==> src/logic/timer_pkg.sv <==
/*
  constants shared by the timer channel block: register offsets, field
  positions, reset values, bus answers and the edge / level select codes.
  assumes a 32-bit axi4-lite register bus with byte-wide registers in the
  low bits of aligned words.
*/
package timer_pkg;
  // ----------------------------------------------------------------------
  // register byte offsets
  // ----------------------------------------------------------------------
  localparam int unsigned ADDR_W         = 6;
  localparam logic [5:0]  OFS_TIMER_CTRL = 6'h00;  // stop, clear, prescale, wrap flag
  localparam logic [5:0]  OFS_MOD_HIGH   = 6'h04;  // modulo value, high byte
  localparam logic [5:0]  OFS_MOD_LOW    = 6'h08;  // modulo value, low byte
  localparam logic [5:0]  OFS_CNT_HIGH   = 6'h0c;  // counter, high byte (read only)
  localparam logic [5:0]  OFS_CNT_LOW    = 6'h10;  // counter, low byte (read only)
  localparam logic [5:0]  OFS_CHAN_BASE  = 6'h14;  // channel 0 control
  localparam logic [5:0]  CHAN_STRIDE    = 6'h0c;  // distance between channels
  localparam logic [5:0]  SUB_CTRL       = 6'h00;  // channel control
  localparam logic [5:0]  SUB_HIGH       = 6'h04;  // channel_value_high
  localparam logic [5:0]  SUB_LOW        = 6'h08;  // channel_value_low
  localparam logic [5:0]  OFS_BREAK      = 6'h2c;  // debug break state

  // ----------------------------------------------------------------------
  // field positions
  // ----------------------------------------------------------------------
  localparam int unsigned TC_WRAP_FLAG = 7;   // counter_wrap_flag
  localparam int unsigned TC_STOP      = 5;
  localparam int unsigned TC_CLEAR     = 4;   // write-only, reads zero
  localparam int unsigned TC_PS_MSB    = 2;
  localparam int unsigned CC_FLAG      = 7;   // channel_event_flag
  localparam int unsigned CC_BUF       = 5;   // buffered_mode_bit
  localparam int unsigned CC_MODE_A    = 4;   // mode_a_bit
  localparam int unsigned CC_ELS_HI    = 3;   // edge_level_select_hi
  localparam int unsigned CC_ELS_LO    = 2;   // edge_level_select_lo
  localparam int unsigned CC_TOV       = 1;   // toggle_on_wrap
  localparam int unsigned CC_MAX       = 0;   // force_full_duty
  localparam logic [7:0]  CC_MASK0     = 8'h3f;  // channel 0 writable bits
  localparam logic [7:0]  CC_MASK1     = 8'h1f;  // channel 1 has no buffered bit
  localparam int unsigned BRK_ACTIVE   = 0;

  // ----------------------------------------------------------------------
  // reset values and codes
  // ----------------------------------------------------------------------
  localparam logic [15:0] MODULO_RESET = 16'hffff;
  localparam logic        STOP_RESET   = 1'b1;
  localparam logic [2:0]  PS_NONE      = 3'h7;   // prescale code with no clock
  localparam logic [1:0]  RESP_OKAY    = 2'h0;
  localparam logic [1:0]  RESP_SLVERR  = 2'h2;

  // edge select in capture mode, pin action in compare mode
  typedef enum logic [1:0] {
    ELS_OFF  = 2'b00,  // pin released / software compare
    ELS_RISE = 2'b01,  // rising edge / toggle
    ELS_FALL = 2'b10,  // falling edge / drive low
    ELS_BOTH = 2'b11   // either edge / drive high
  } els_e;
endpackage

==> src/logic/timebase_if.sv <==
/*
  time base bundle between the channel block and its counter.
  assumes both ends run on mclk.
*/
interface timebase_if;
  logic [15:0] count;   // counter value
  logic        tick;    // one-cycle timer clock enable
  logic        wrap;    // counter reached modulo on this tick
  logic [2:0]  ps;      // prescale select
  logic        stop;    // hold counter and prescaler
  logic        clear;   // one-cycle clear of counter and prescaler
  logic [15:0] modulo;  // wrap value

  modport source (output count, tick, wrap, input ps, stop, clear, modulo);
  modport sink   (input count, tick, wrap, output ps, stop, clear, modulo);
endinterface

==> src/logic/timebase.sv <==
/*
  prescaler and 16-bit modulo counter of the timer.
  assumes control comes from the channel block on the same clock.
*/
module timebase (
  input  wire logic    mclk,
  input  wire logic    rst_b,
  timebase_if.source   tb
);
  // ----------------------------------------------------------------------
  // state
  // ----------------------------------------------------------------------
  typedef struct packed {
    logic [6:0]  pre;    // free prescaler
    logic [15:0] count;  // timer counter
  } state_s;

  state_s r;       // registered state
  state_s next_r;  // next state
  logic [6:0] mask;  // prescaler bits that must be all ones

  // tick every 2^ps bus clocks; the unused code never ticks
  assign mask    = 7'((8'h01 << tb.ps) - 8'h01);
  assign tb.tick = !tb.stop && (tb.ps != timer_pkg::PS_NONE) && ((r.pre & mask) == mask);
  assign tb.wrap = tb.tick && (r.count == tb.modulo);  // [RULE19]
  assign tb.count = r.count;

  // next state: a stop freezes both stages, so a break holds the count
  always_comb begin
    next_r = r;
    if (tb.clear) begin
      next_r = '0;
    end else if (!tb.stop) begin  // [RULE16]
      next_r.pre = r.pre + 7'h01;
      if (tb.wrap) begin
        next_r.count = '0;  // restart from zero at the next tick [RULE19]
      end else if (tb.tick) begin
        next_r.count = r.count + 16'h0001;
      end
    end
  end

  // registers
  always_ff @(posedge mclk or negedge rst_b) begin
    if (!rst_b) begin
      r <= '0;
    end else begin
      r <= next_r;
    end
  end
endmodule

==> src/logic/edge_detect.sv <==
/*
  channel pin synchroniser and active edge detector.
  assumes the pin is asynchronous to mclk.
*/
module edge_detect (
  input  wire logic             mclk,
  input  wire logic             rst_b,
  input  wire logic             pin_in,
  input  wire timer_pkg::els_e  els,
  output logic                  edge_pulse
);
  // ----------------------------------------------------------------------
  // state
  // ----------------------------------------------------------------------
  typedef struct packed {
    logic s1;  // first sync stage, read only by s2
    logic s2;  // second sync stage
    logic s3;  // previous synced level
  } state_s;

  state_s r;
  state_s next_r;
  logic   rise;
  logic   fall;

  assign rise = r.s2 && !r.s3;
  assign fall = !r.s2 && r.s3;

  // select the active edge
  always_comb begin
    case (els)
      timer_pkg::ELS_RISE: edge_pulse = rise;  // [RULE2]
      timer_pkg::ELS_FALL: edge_pulse = fall;  // [RULE2]
      timer_pkg::ELS_BOTH: edge_pulse = rise || fall;  // [RULE2]
      default:             edge_pulse = 1'b0;
    endcase
  end

  // shift the pin through the sync chain
  always_comb begin
    next_r    = r;
    next_r.s1 = pin_in;
    next_r.s2 = r.s1;
    next_r.s3 = r.s2;
  end

  always_ff @(posedge mclk or negedge rst_b) begin
    if (!rst_b) begin
      r <= '0;
    end else begin
      r <= next_r;
    end
  end
endmodule

==> src/logic/timer_channels.sv <==
/*
  two-channel capture / compare / pwm block with its axi4-lite registers.
  assumes one clock mclk, an active-low asynchronous reset, and pins that
  are resolved outside from chan_pin_out and chan_pin_oe.
*/
// The register addresses and the AXI4-Lite slave port were chosen for this implementation.
// Summary of operation
// [RULE1] select 00 releases pin; mode-a picks preset
// [RULE2] capture on rising, falling or either edge
// [RULE3] compare toggles, clears or sets the pin
// [RULE4] unbuffered select 00 is software compare only
// [RULE5] reset clears edge / level select bits
// [RULE6] pin must be stable two clocks before capture
// [RULE7] toggle_on_wrap inverts pin on counter wrap
// [RULE8] toggle_on_wrap ignored in capture; reset clears
// [RULE9] wrap action beats compare action when coincident
// [RULE10] force_full_duty with toggle_on_wrap forces 100% duty
// [RULE11] force_full_duty change takes effect next period
// [RULE12] polarity one: full duty high; zero: low
// [RULE13] value pair holds capture or compare value
// [RULE14] high byte read blocks capture until low read
// [RULE15] high byte write blocks compare until low write
// [RULE16] counter stops during a debug break
// [RULE17] flag set on capture edge or compare match
// [RULE18] channel 0 buffered bit disables channel 1
// [RULE19] wrap at modulo sets flag, restarts from zero
// [RULE20] capture copies full count in the edge cycle
module timer_channels (
  input  wire logic        mclk,
  input  wire logic        rst_b,
  input  wire logic        awvalid,
  output logic             awready,
  input  wire logic [5:0]  awaddr,
  input  wire logic        wvalid,
  output logic             wready,
  input  wire logic [31:0] wdata,
  input  wire logic [3:0]  wstrb,
  output logic             bvalid,
  input  wire logic        bready,
  output logic [1:0]       bresp,
  input  wire logic        arvalid,
  output logic             arready,
  input  wire logic [5:0]  araddr,
  output logic             rvalid,
  input  wire logic        rready,
  output logic [31:0]      rdata,
  output logic [1:0]       rresp,
  input  wire logic [1:0]  chan_pin_in,
  output logic [1:0]       chan_pin_out,
  output logic [1:0]       chan_pin_oe
);
  localparam int unsigned NCH = 2;  // channels

  // ----------------------------------------------------------------------
  // state
  // ----------------------------------------------------------------------
  typedef struct packed {
    logic                 aw_got;      // write address held
    logic [5:0]           waddr;       // held write address
    logic                 w_got;       // write data held
    logic [7:0]           wbyte;       // held write byte
    logic                 wlane;       // byte lane 0 enabled
    logic                 bvalid;
    logic [1:0]           bresp;
    logic                 rvalid;
    logic [7:0]           rdata;
    logic [1:0]           rresp;
    logic                 stop;        // counter stop
    logic [2:0]           ps;          // prescale select
    logic                 clear;       // one-cycle counter clear
    logic                 wrap_flag;   // counter_wrap_flag
    logic                 wrap_armed;  // flag read while set
    logic [15:0]          modulo;
    logic                 brk;         // debug break active
    logic [NCH-1:0][7:0]  ctrl;        // channel control, flag bit kept apart
    logic [NCH-1:0]       flag;        // channel_event_flag
    logic [NCH-1:0]       armed;       // flag read while set
    logic [NCH-1:0][15:0] value;       // channel value pair
    logic [NCH-1:0]       cap_lock;    // capture blocked by high-byte read
    logic [NCH-1:0]       cmp_lock;    // compare blocked by high-byte write
    logic [NCH-1:0]       level;       // pin output level
    logic [NCH-1:0]       max_on;      // force_full_duty as applied this period
    logic [15:0]          buf_cmp;     // active buffered compare value
    logic                 buf_sel;     // last written buffer register
  } state_s;

  // value pair comes out of reset as zero; software must not rely on it
  localparam state_s RST_STATE = '{stop: timer_pkg::STOP_RESET,
                                   modulo: timer_pkg::MODULO_RESET,
                                   level: '1, default: '0};

  state_s                r;          // registered state
  state_s                next_r;     // next state
  timebase_if            tb ();      // counter bundle
  logic [NCH-1:0][7:0]   eff;        // control as it acts, after masking
  logic [NCH-1:0][1:0]   els;        // edge / level select per channel
  logic [NCH-1:0]        is_cap;     // input capture mode
  logic [NCH-1:0]        is_cmp;     // output compare / pwm mode
  logic [NCH-1:0]        edge_hit;   // active edge from the pin
  logic                  take_aw;    // address handshake this cycle
  logic                  take_w;     // data handshake this cycle
  logic                  do_wr;      // write performed this cycle
  logic                  do_rd;      // read performed this cycle
  logic [5:0]            wa;         // word address of the write
  logic [5:0]            ra;         // word address of the read
  logic [7:0]            wb;         // write byte
  logic                  wl;         // write lane 0 enabled

  // ----------------------------------------------------------------------
  // helpers
  // ----------------------------------------------------------------------
  // byte offset of a channel register
  function automatic logic [5:0] chan_ofs(input int c, input logic [5:0] sub);
    chan_ofs = 6'(timer_pkg::OFS_CHAN_BASE + 6'(c) * timer_pkg::CHAN_STRIDE + sub);
  endfunction

  // true for every printed or chosen register word
  function automatic logic mapped(input logic [5:0] a);
    mapped = (a <= timer_pkg::OFS_BREAK);
  endfunction

  // ----------------------------------------------------------------------
  // counter and pin edge detectors
  // ----------------------------------------------------------------------
  timebase u_timebase (
    .mclk  (mclk),
    .rst_b (rst_b),
    .tb    (tb)
  );

  assign tb.ps     = r.ps;
  assign tb.stop   = r.stop || r.brk;  // [RULE16]
  assign tb.clear  = r.clear;
  assign tb.modulo = r.modulo;

  genvar g;
  generate
    for (g = 0; g < NCH; g++) begin : g_chan
      edge_detect u_edge (
        .mclk       (mclk),
        .rst_b      (rst_b),
        .pin_in     (chan_pin_in[g]),
        .els        (timer_pkg::els_e'(els[g])),
        .edge_pulse (edge_hit[g])
      );
      // only compare modes drive the pin; capture and select 00 release it
      assign chan_pin_oe[g]  = is_cmp[g] && (els[g] != timer_pkg::ELS_OFF);  // [RULE1]
      assign chan_pin_out[g] = r.level[g];
    end
  endgenerate

  // ----------------------------------------------------------------------
  // bus handshakes; a held channel waits until the answer is taken
  // ----------------------------------------------------------------------
  assign awready = !r.aw_got && !r.bvalid;
  assign wready  = !r.w_got && !r.bvalid;
  assign arready = !r.rvalid;
  assign bvalid  = r.bvalid;
  assign bresp   = r.bresp;
  assign rvalid  = r.rvalid;
  assign rdata   = {24'h000000, r.rdata};
  assign rresp   = r.rresp;

  assign take_aw = awvalid && awready;
  assign take_w  = wvalid && wready;
  assign do_wr   = (r.aw_got || take_aw) && (r.w_got || take_w);
  assign do_rd   = arvalid && arready;
  assign wa      = r.aw_got ? {r.waddr[5:2], 2'b00} : {awaddr[5:2], 2'b00};
  assign ra      = {araddr[5:2], 2'b00};
  assign wb      = r.w_got ? r.wbyte : wdata[7:0];
  assign wl      = r.w_got ? r.wlane : wstrb[0];

  // ----------------------------------------------------------------------
  // mode decode
  // ----------------------------------------------------------------------
  // channel 1 control is dead while channel 0 runs buffered
  always_comb begin
    for (int c = 0; c < NCH; c++) begin
      eff[c] = r.ctrl[c];
      if (c == 1 && r.ctrl[0][timer_pkg::CC_BUF]) begin
        eff[c] = 8'h00;  // [RULE18]
      end
      els[c]    = {eff[c][timer_pkg::CC_ELS_HI], eff[c][timer_pkg::CC_ELS_LO]};
      is_cmp[c] = eff[c][timer_pkg::CC_BUF] || eff[c][timer_pkg::CC_MODE_A];
      is_cap[c] = !is_cmp[c] && (els[c] != timer_pkg::ELS_OFF);
    end
  end

  // ----------------------------------------------------------------------
  // next state: bus effects first, then hardware events so that sets win
  // ----------------------------------------------------------------------
  always_comb begin
    logic [15:0] cmp_val;
    logic        match;
    logic        wrap_act;
    logic        full;
    cmp_val  = '0;
    match    = 1'b0;
    wrap_act = 1'b0;
    full     = 1'b0;
    next_r   = r;
    next_r.clear = 1'b0;

    // hold a lone address or data beat until its partner arrives
    if (take_aw && !do_wr) begin
      next_r.aw_got = 1'b1;
      next_r.waddr  = awaddr;
    end
    if (take_w && !do_wr) begin
      next_r.w_got = 1'b1;
      next_r.wbyte = wdata[7:0];
      next_r.wlane = wstrb[0];
    end
    if (bvalid && bready) begin
      next_r.bvalid = 1'b0;
    end
    if (rvalid && rready) begin
      next_r.rvalid = 1'b0;
    end

    // register reads, with their arming and unlocking side effects
    if (do_rd) begin
      next_r.rvalid = 1'b1;
      next_r.rdata  = 8'h00;
      next_r.rresp  = mapped(ra) ? timer_pkg::RESP_OKAY : timer_pkg::RESP_SLVERR;
      if (ra == timer_pkg::OFS_TIMER_CTRL) begin
        next_r.rdata = {r.wrap_flag, 1'b0, r.stop, 2'b00, r.ps};
        next_r.wrap_armed = r.wrap_flag;
      end
      if (ra == timer_pkg::OFS_MOD_HIGH) next_r.rdata = r.modulo[15:8];
      if (ra == timer_pkg::OFS_MOD_LOW)  next_r.rdata = r.modulo[7:0];
      if (ra == timer_pkg::OFS_CNT_HIGH) next_r.rdata = tb.count[15:8];
      if (ra == timer_pkg::OFS_CNT_LOW)  next_r.rdata = tb.count[7:0];
      if (ra == timer_pkg::OFS_BREAK)    next_r.rdata = {7'h00, r.brk};
      for (int c = 0; c < NCH; c++) begin
        if (ra == chan_ofs(c, timer_pkg::SUB_CTRL)) begin
          next_r.rdata = r.ctrl[c] | {r.flag[c], 7'h00};
          next_r.armed[c] = r.flag[c];
        end
        if (ra == chan_ofs(c, timer_pkg::SUB_HIGH)) begin
          next_r.rdata = r.value[c][15:8];
          if (is_cap[c]) next_r.cap_lock[c] = 1'b1;  // [RULE14]
        end
        if (ra == chan_ofs(c, timer_pkg::SUB_LOW)) begin
          next_r.rdata = r.value[c][7:0];
          next_r.cap_lock[c] = 1'b0;  // [RULE14]
        end
      end
    end

    // register writes; byte lane 0 carries every register
    if (do_wr) begin
      next_r.aw_got = 1'b0;
      next_r.w_got  = 1'b0;
      next_r.bvalid = 1'b1;
      next_r.bresp  = mapped(wa) ? timer_pkg::RESP_OKAY : timer_pkg::RESP_SLVERR;
    end
    if (do_wr && wl) begin
      if (wa == timer_pkg::OFS_TIMER_CTRL) begin
        next_r.stop  = wb[timer_pkg::TC_STOP];
        next_r.clear = wb[timer_pkg::TC_CLEAR];
        next_r.ps    = wb[timer_pkg::TC_PS_MSB:0];
        // writing zero clears only after a read saw the flag set
        if (!wb[timer_pkg::TC_WRAP_FLAG] && r.wrap_armed) next_r.wrap_flag = 1'b0;
        next_r.wrap_armed = 1'b0;
      end
      if (wa == timer_pkg::OFS_MOD_HIGH) next_r.modulo[15:8] = wb;
      if (wa == timer_pkg::OFS_MOD_LOW)  next_r.modulo[7:0]  = wb;
      if (wa == timer_pkg::OFS_BREAK)    next_r.brk = wb[timer_pkg::BRK_ACTIVE];  // [RULE16]
      for (int c = 0; c < NCH; c++) begin
        if (wa == chan_ofs(c, timer_pkg::SUB_CTRL) && eff[0][timer_pkg::CC_BUF] == 1'b0
            || wa == chan_ofs(c, timer_pkg::SUB_CTRL) && c == 0) begin  // [RULE18]
          next_r.ctrl[c] = wb & ((c == 0) ? timer_pkg::CC_MASK0 : timer_pkg::CC_MASK1);
          if (!wb[timer_pkg::CC_FLAG] && r.armed[c]) next_r.flag[c] = 1'b0;
          next_r.armed[c] = 1'b0;
        end
        if (wa == chan_ofs(c, timer_pkg::SUB_HIGH)) begin
          next_r.value[c][15:8] = wb;  // [RULE13]
          if (is_cmp[c]) next_r.cmp_lock[c] = 1'b1;  // [RULE15]
          next_r.buf_sel = 1'(c);
        end
        if (wa == chan_ofs(c, timer_pkg::SUB_LOW)) begin
          next_r.value[c][7:0] = wb;  // [RULE13]
          next_r.cmp_lock[c] = 1'b0;  // [RULE15]
          next_r.buf_sel = 1'(c);
        end
      end
    end

    // counter wrap: flag, and the buffered value moves in for the new period
    if (tb.wrap) begin
      next_r.wrap_flag = 1'b1;  // [RULE19]
    end
    if (!eff[0][timer_pkg::CC_BUF]) begin
      next_r.buf_cmp = r.value[0];
    end else if (tb.wrap) begin
      next_r.buf_cmp = r.value[r.buf_sel];
    end

    // per-channel capture, compare and pin action
    for (int c = 0; c < NCH; c++) begin
      cmp_val  = (c == 0 && eff[c][timer_pkg::CC_BUF]) ? r.buf_cmp : r.value[c];
      match    = is_cmp[c] && tb.tick && (tb.count == cmp_val) && !r.cmp_lock[c];  // [RULE15]
      // toggle_on_wrap only matters in compare modes
      wrap_act = is_cmp[c] && tb.wrap && eff[c][timer_pkg::CC_TOV];  // [RULE8]
      // polarity one unless the compare sets the pin
      full     = (els[c] != timer_pkg::ELS_BOTH);  // [RULE12]

      // capture is blocked by a stopped counter or a pending high read
      if (is_cap[c] && edge_hit[c]) begin
        next_r.flag[c] = 1'b1;  // [RULE17]
        if (!r.cap_lock[c] && !tb.stop) begin
          next_r.value[c] = tb.count;  // [RULE20] [RULE13]
        end
      end
      if (match) begin
        next_r.flag[c] = 1'b1;  // [RULE17] [RULE4]
      end

      // full duty request is sampled at a period boundary in compare modes, every cycle otherwise
      if (tb.wrap || !is_cmp[c]) begin
        next_r.max_on[c] = eff[c][timer_pkg::CC_MAX] && eff[c][timer_pkg::CC_TOV];  // [RULE11]
      end

      if (els[c] == timer_pkg::ELS_OFF) begin
        // preset level while the port owns the pin: 0 high, 1 low
        next_r.level[c] = !eff[c][timer_pkg::CC_MODE_A];  // [RULE1]
      end else if (is_cmp[c]) begin
        if (r.max_on[c] && eff[c][timer_pkg::CC_TOV]) begin
          next_r.level[c] = full;  // [RULE10] [RULE12]
        end else if (wrap_act) begin
          next_r.level[c] = !r.level[c];  // [RULE7] [RULE9]
        end else if (match) begin
          case (els[c])
            timer_pkg::ELS_RISE: next_r.level[c] = !r.level[c];  // [RULE3]
            timer_pkg::ELS_FALL: next_r.level[c] = 1'b0;  // [RULE3]
            timer_pkg::ELS_BOTH: next_r.level[c] = 1'b1;  // [RULE3]
            default:             next_r.level[c] = r.level[c];
          endcase
        end
      end
    end
  end

  // ----------------------------------------------------------------------
  // registers; reset clears every select bit, so both pins start released
  // ----------------------------------------------------------------------
  always_ff @(posedge mclk or negedge rst_b) begin
    if (!rst_b) begin
      r <= RST_STATE;  // [RULE5] [RULE8]
    end else begin
      r <= next_r;
    end
  end
endmodule

==> config.mk <==
export PLATFORM = sky130hd
export DESIGN_NAME = timer_channels
export DESIGN_NICKNAME = d
export VERILOG_FILES = /design/src/logic/timer_pkg.sv /design/src/logic/timebase_if.sv /design/src/logic/timebase.sv /design/src/logic/edge_detect.sv /design/src/logic/timer_channels.sv
export SDC_FILE = /design/constraint.sdc
export NUM_CORES = 1
export LEC_CHECK = 0
export BUFFER_PORTS_ARGS = -buffer_cell sky130_fd_sc_hd__buf_2
export CAP_MARGIN = 10
export CORE_UTILIZATION = 40
export DETAILED_ROUTE_END_ITERATION = 6
export GPL_ROUTABILITY_DRIVEN = 0
export PLACE_DENSITY_LB_ADDON = 0.1
export SLEW_MARGIN = 15
export SYNTH_ARGS = -nofsm -noshare
export SYNTH_HDL_FRONTEND = slang
export SYNTH_SLANG_ARGS = --single-unit
==> constraint.sdc <==
create_clock -name mclk -period 2.85 [get_ports mclk]
set_clock_uncertainty 0.05 [all_clocks]
set_input_delay 0.1425 -clock mclk [delete_from_list [all_inputs] [get_ports mclk]]
set_output_delay 0.1425 -clock mclk [all_outputs]
set_load 0.03 [all_outputs]
==> flow_metrics.py <==
metrics = {
    "setup_path": {
        "arrival_ps": 2810,
        "crit_fanout": 8,
        "cp-start-kind": "flip-flop",
        "required_ps": 3160,
        "path_buf_inv": 0,
        "crit_chain": "xor2_1 -> or4_1 -> or4b_1 -> and4bb_1 -> o31ai_1 -> a31o_1",
        "cpLargestDelayFamily": "simple AND/OR/NAND/NOR gates",
        "crit_type": "flip-flop to flip-flop",
        "slowest_delay_ps": 540,
        "end_kind": "flip-flop",
        "worst_path_max_delay_cell": "dfrtp_1",
    },
    "route": {
        "num_vias": 7194,
        "final_antenna_net_count": 0,
        "wl_per_cell_um": 19.8,
        "route.detailed.drc": 0,
        "viasPerCell": 5.39,
        "wl_um": 26500,
        "drt-initial-drc-count": 483,
        "first_pass_iters": 5,
    },
    "sta": {
        "final.period_utilization": 0.875,
        "rsz0062_at_grt": "no",
        "setup_viol": 0,
        "worst_slew_pin_slew_ps": 780,
        "max_freq_ghz": 0.401,
        "setup-tns-final_ps": 0,
        "relSlewSlack": 0.465,
        "drv_slew": 0,
        "finalHoldViolations": 0,
        "min_period_ps": 2490,
    },
    "pwr": {
        "cellPowerDensity_nw_per_um2": 1020,
        "ir_drop_uv": 483,
        "leakage_nw": 4.43,
    },
    "clock_network": {
        "htreeDepth": 4,
        "cts_buffers": 17,
        "clk_pin_slew_ps": 70,
        "clock_latency_ps": 430,
        "clockRootBuffer": "clkbuf_16",
        "clockBufferDepth": 2,
        "clock_sinks": 151,
        "cts_tree": "yes",
        "post-cts-setup-buffer-count": 0,
    },
    "layout": {
        "nets": 1112,
        "fillers": 2133,
        "fin_util": 0.467,
        "diodes": 0,
        "area_growth_pct": 14.9,
        "drive_gt1_frac": 0.167,
    },
    "die": {
        "dieArea_um2": 22700,
        "initial_core_util": 0.407,
        "die-width_um": 151,
        "rows": 54,
        "coreArea_um2": 21800,
        "die_h_um": 151,
        "ioPinCount": 102,
    },
    "synth": {
        "syn-mean-instance-area_um2": 9.00,
        "postSynth.asyncResetShare": 1.00,
        "synth-seq-cells": 151,
        "yosysSeqAreaShare": 0.430,
        "synth_edf_count": 0,
        "synth_ff_type": "dfrtp_1",
        "syn_area_um2": 8840,
        "synthDistinctLibCells": 65,
        "yosysWarningCount": 0,
        "syn-instance-count": 983,
    },
    "placed_design": {
        "io_buffers": 44,
        "detailed_place_hpwl_um": 18900,
    },
    "grt": {
        "grt_pass1_vias": 6899,
        "grt_overflow": 0,
        "antenna_found_initial": 0,
        "grt_max_degree": 58,
        "track_usage": 0.247,
        "grt_pass1_wl_um": 41000,
    },
    "run": {
        "max_cap_viol_count": 0,
    },
    "run_status": {
        "status": "finished, final reports clean",
    },
    "worst_hold_path": {
        "hold_path.class": "input pin to flip-flop",
    },
}
## layout make-up
| type | count | area (um2) | share of cell area |
|---|---|---|---|
| inverter | 23 | 86.3 | 0.00850 |
| clock buffer | 20 | 447 | 0.0440 |
| multi-input combinational | 737 | 4500 | 0.443 |
| tap | 280 | 350 | 0.0345 |
| clock inverter | 12 | 143 | 0.0140 |
| sequential | 151 | 3800 | 0.374 |
| timing repair buffer | 111 | 830 | 0.0817 |
## synth_stat cells (6+ instances only)
cell	number	area, um2
dfrtp_1	132	3300
o22ai_1	10	62.6
nor4_1	15	93.8
xnor2_1	35	307
a21oi_1	78	390
clkbuf_1	33	124
nand4_1	6	37.5
mux2i_1	53	531
buf_2	13	65.1
ha_1	14	175
nor3_1	12	60.1
inv_1	23	86.3
nand2_1	121	454
o21ai_0	99	495
mux2_2	20	225
buf_4	42	315
dfstp_2	19	499
xor2_1	29	254
nand2b_1	12	75.1
nand3_1	14	70.1
a221oi_1	6	52.6
nor2_1	100	375
nor2b_1	9	56.3
## where the power goes
part           internal (mW)  switching (mW)
logic                   1.68            2.38
clock network           1.33           0.989
registers               3.04           0.934
## sequential cells by signal (all words and copies together), names as in the netlist
signal                cells
r                        83
tb.modulo                16
u_timebase.tb.count      16
rdata                     8
eff                       6
u_timebase.r              6
g_chan.u_edge.next_r      4
tb.ps                     3
chan_pin_out              2
g_chan.u_edge.r           2
bresp                     1
bvalid                    1
rresp                     1
rvalid                    1
tb.clear                  1
## path summary, 6_finish.rpt
check | startpoint | endpoint | slack, ps | depth (start not counted)
max in group asynchronous | rst_b | chan_pin_out[0] | 1830 | 3
min reg2reg | g_chan[1].u_edge.next_r[1] | g_chan[1].u_edge.next_r[0] | 300 | 0
min | wvalid | r[131] | 30 | 3
min in group asynchronous | rst_b | r[13] | 170 | 2
max | u_timebase.tb.count[8] | chan_pin_out[1] | 360 | 6
max reg2reg | u_timebase.tb.count[8] | chan_pin_out[1] | 360 | 6
## layer usage
layer	track usage	wire length, um	vias to the layer above
met3	0.0333	1230	29
met4	0.0810	513	0
li1	-	-	3453
met5	0	0	-
met2	0.395	12300	215
met1	0.344	12400	3497
## kinds of logic (layout without fill, tap and decap cells)
logic type	Yosys count	count (layout)	share of synthesized area
simple gates	322	322	0.166
compound gates	234	234	0.151
flops	151	151	0.430
buf+inv	120	166	0.0740
mux	77	77	0.0956
xor+xnor	64	64	0.0634
fa+ha+maj	14	14	0.0198
other cells	1	26	0.000424
## timing repair
action | CTS | global route
setup endpoints to repair | 0 | 8
hold buffers | 20 | 0
endpoints found under the hold margin | 65 | 0
resized for setup | 0 | 1
## per-stage QoR
step | instances | instance area (um2) | total power [mW] | worst slack [ps] | hold slack, ps
floorplan | 1008 | 8940 | 6.65 | 62.2 | -203
global placement | 1282 | 9370 | 7.97 | 346 | 62.7
detailed placement | 1282 | 9370 | 8.03 | 289 | 64.3
CTS | 1334 | 10200 | 10.4 | 260 | 27.0
global route | 1334 | 10200 | 11.0 | 70.4 | 56.5
finish | 1334 | 10200 | 10.4 | 356 | 33.8
## layout by cell type (no fill, tap or decap), types with 5 or more instances in the layout
master	netlist	layout
buf_2	13	43
mux2_2	20	20
xor2_1	29	29
nor2b_1	9	9
clkbuf_16	0	17
a221oi_1	6	6
nand2b_1	12	12
nand2_1	121	120
dfrtp_1	132	132
a21oi_1	78	78
buf_4	42	43
nor3_1	12	12
nor2_1	100	100
nand3_1	14	14
inv_1	23	23
dfstp_2	19	19
nand4_1	6	6
o22ai_1	10	10
a31oi_1	5	5
and3_1	5	5
ha_1	14	14
mux2i_1	53	53
or2_2	5	5
dlygate4sd3_1	0	20
o21ai_0	99	99
conb_1	1	26
xnor2_1	35	35
nor4_1	15	13
## worst register-to-register path, stage by stage (launching register included)
cell and delay [ps]:
dfrtp_1 540, xor2_1 260, or4_1 470, or4b_1 470, and4bb_1 360, o31ai_1 90
a31o_1 190
Note: power is estimated with default switching activity, not from simulation.
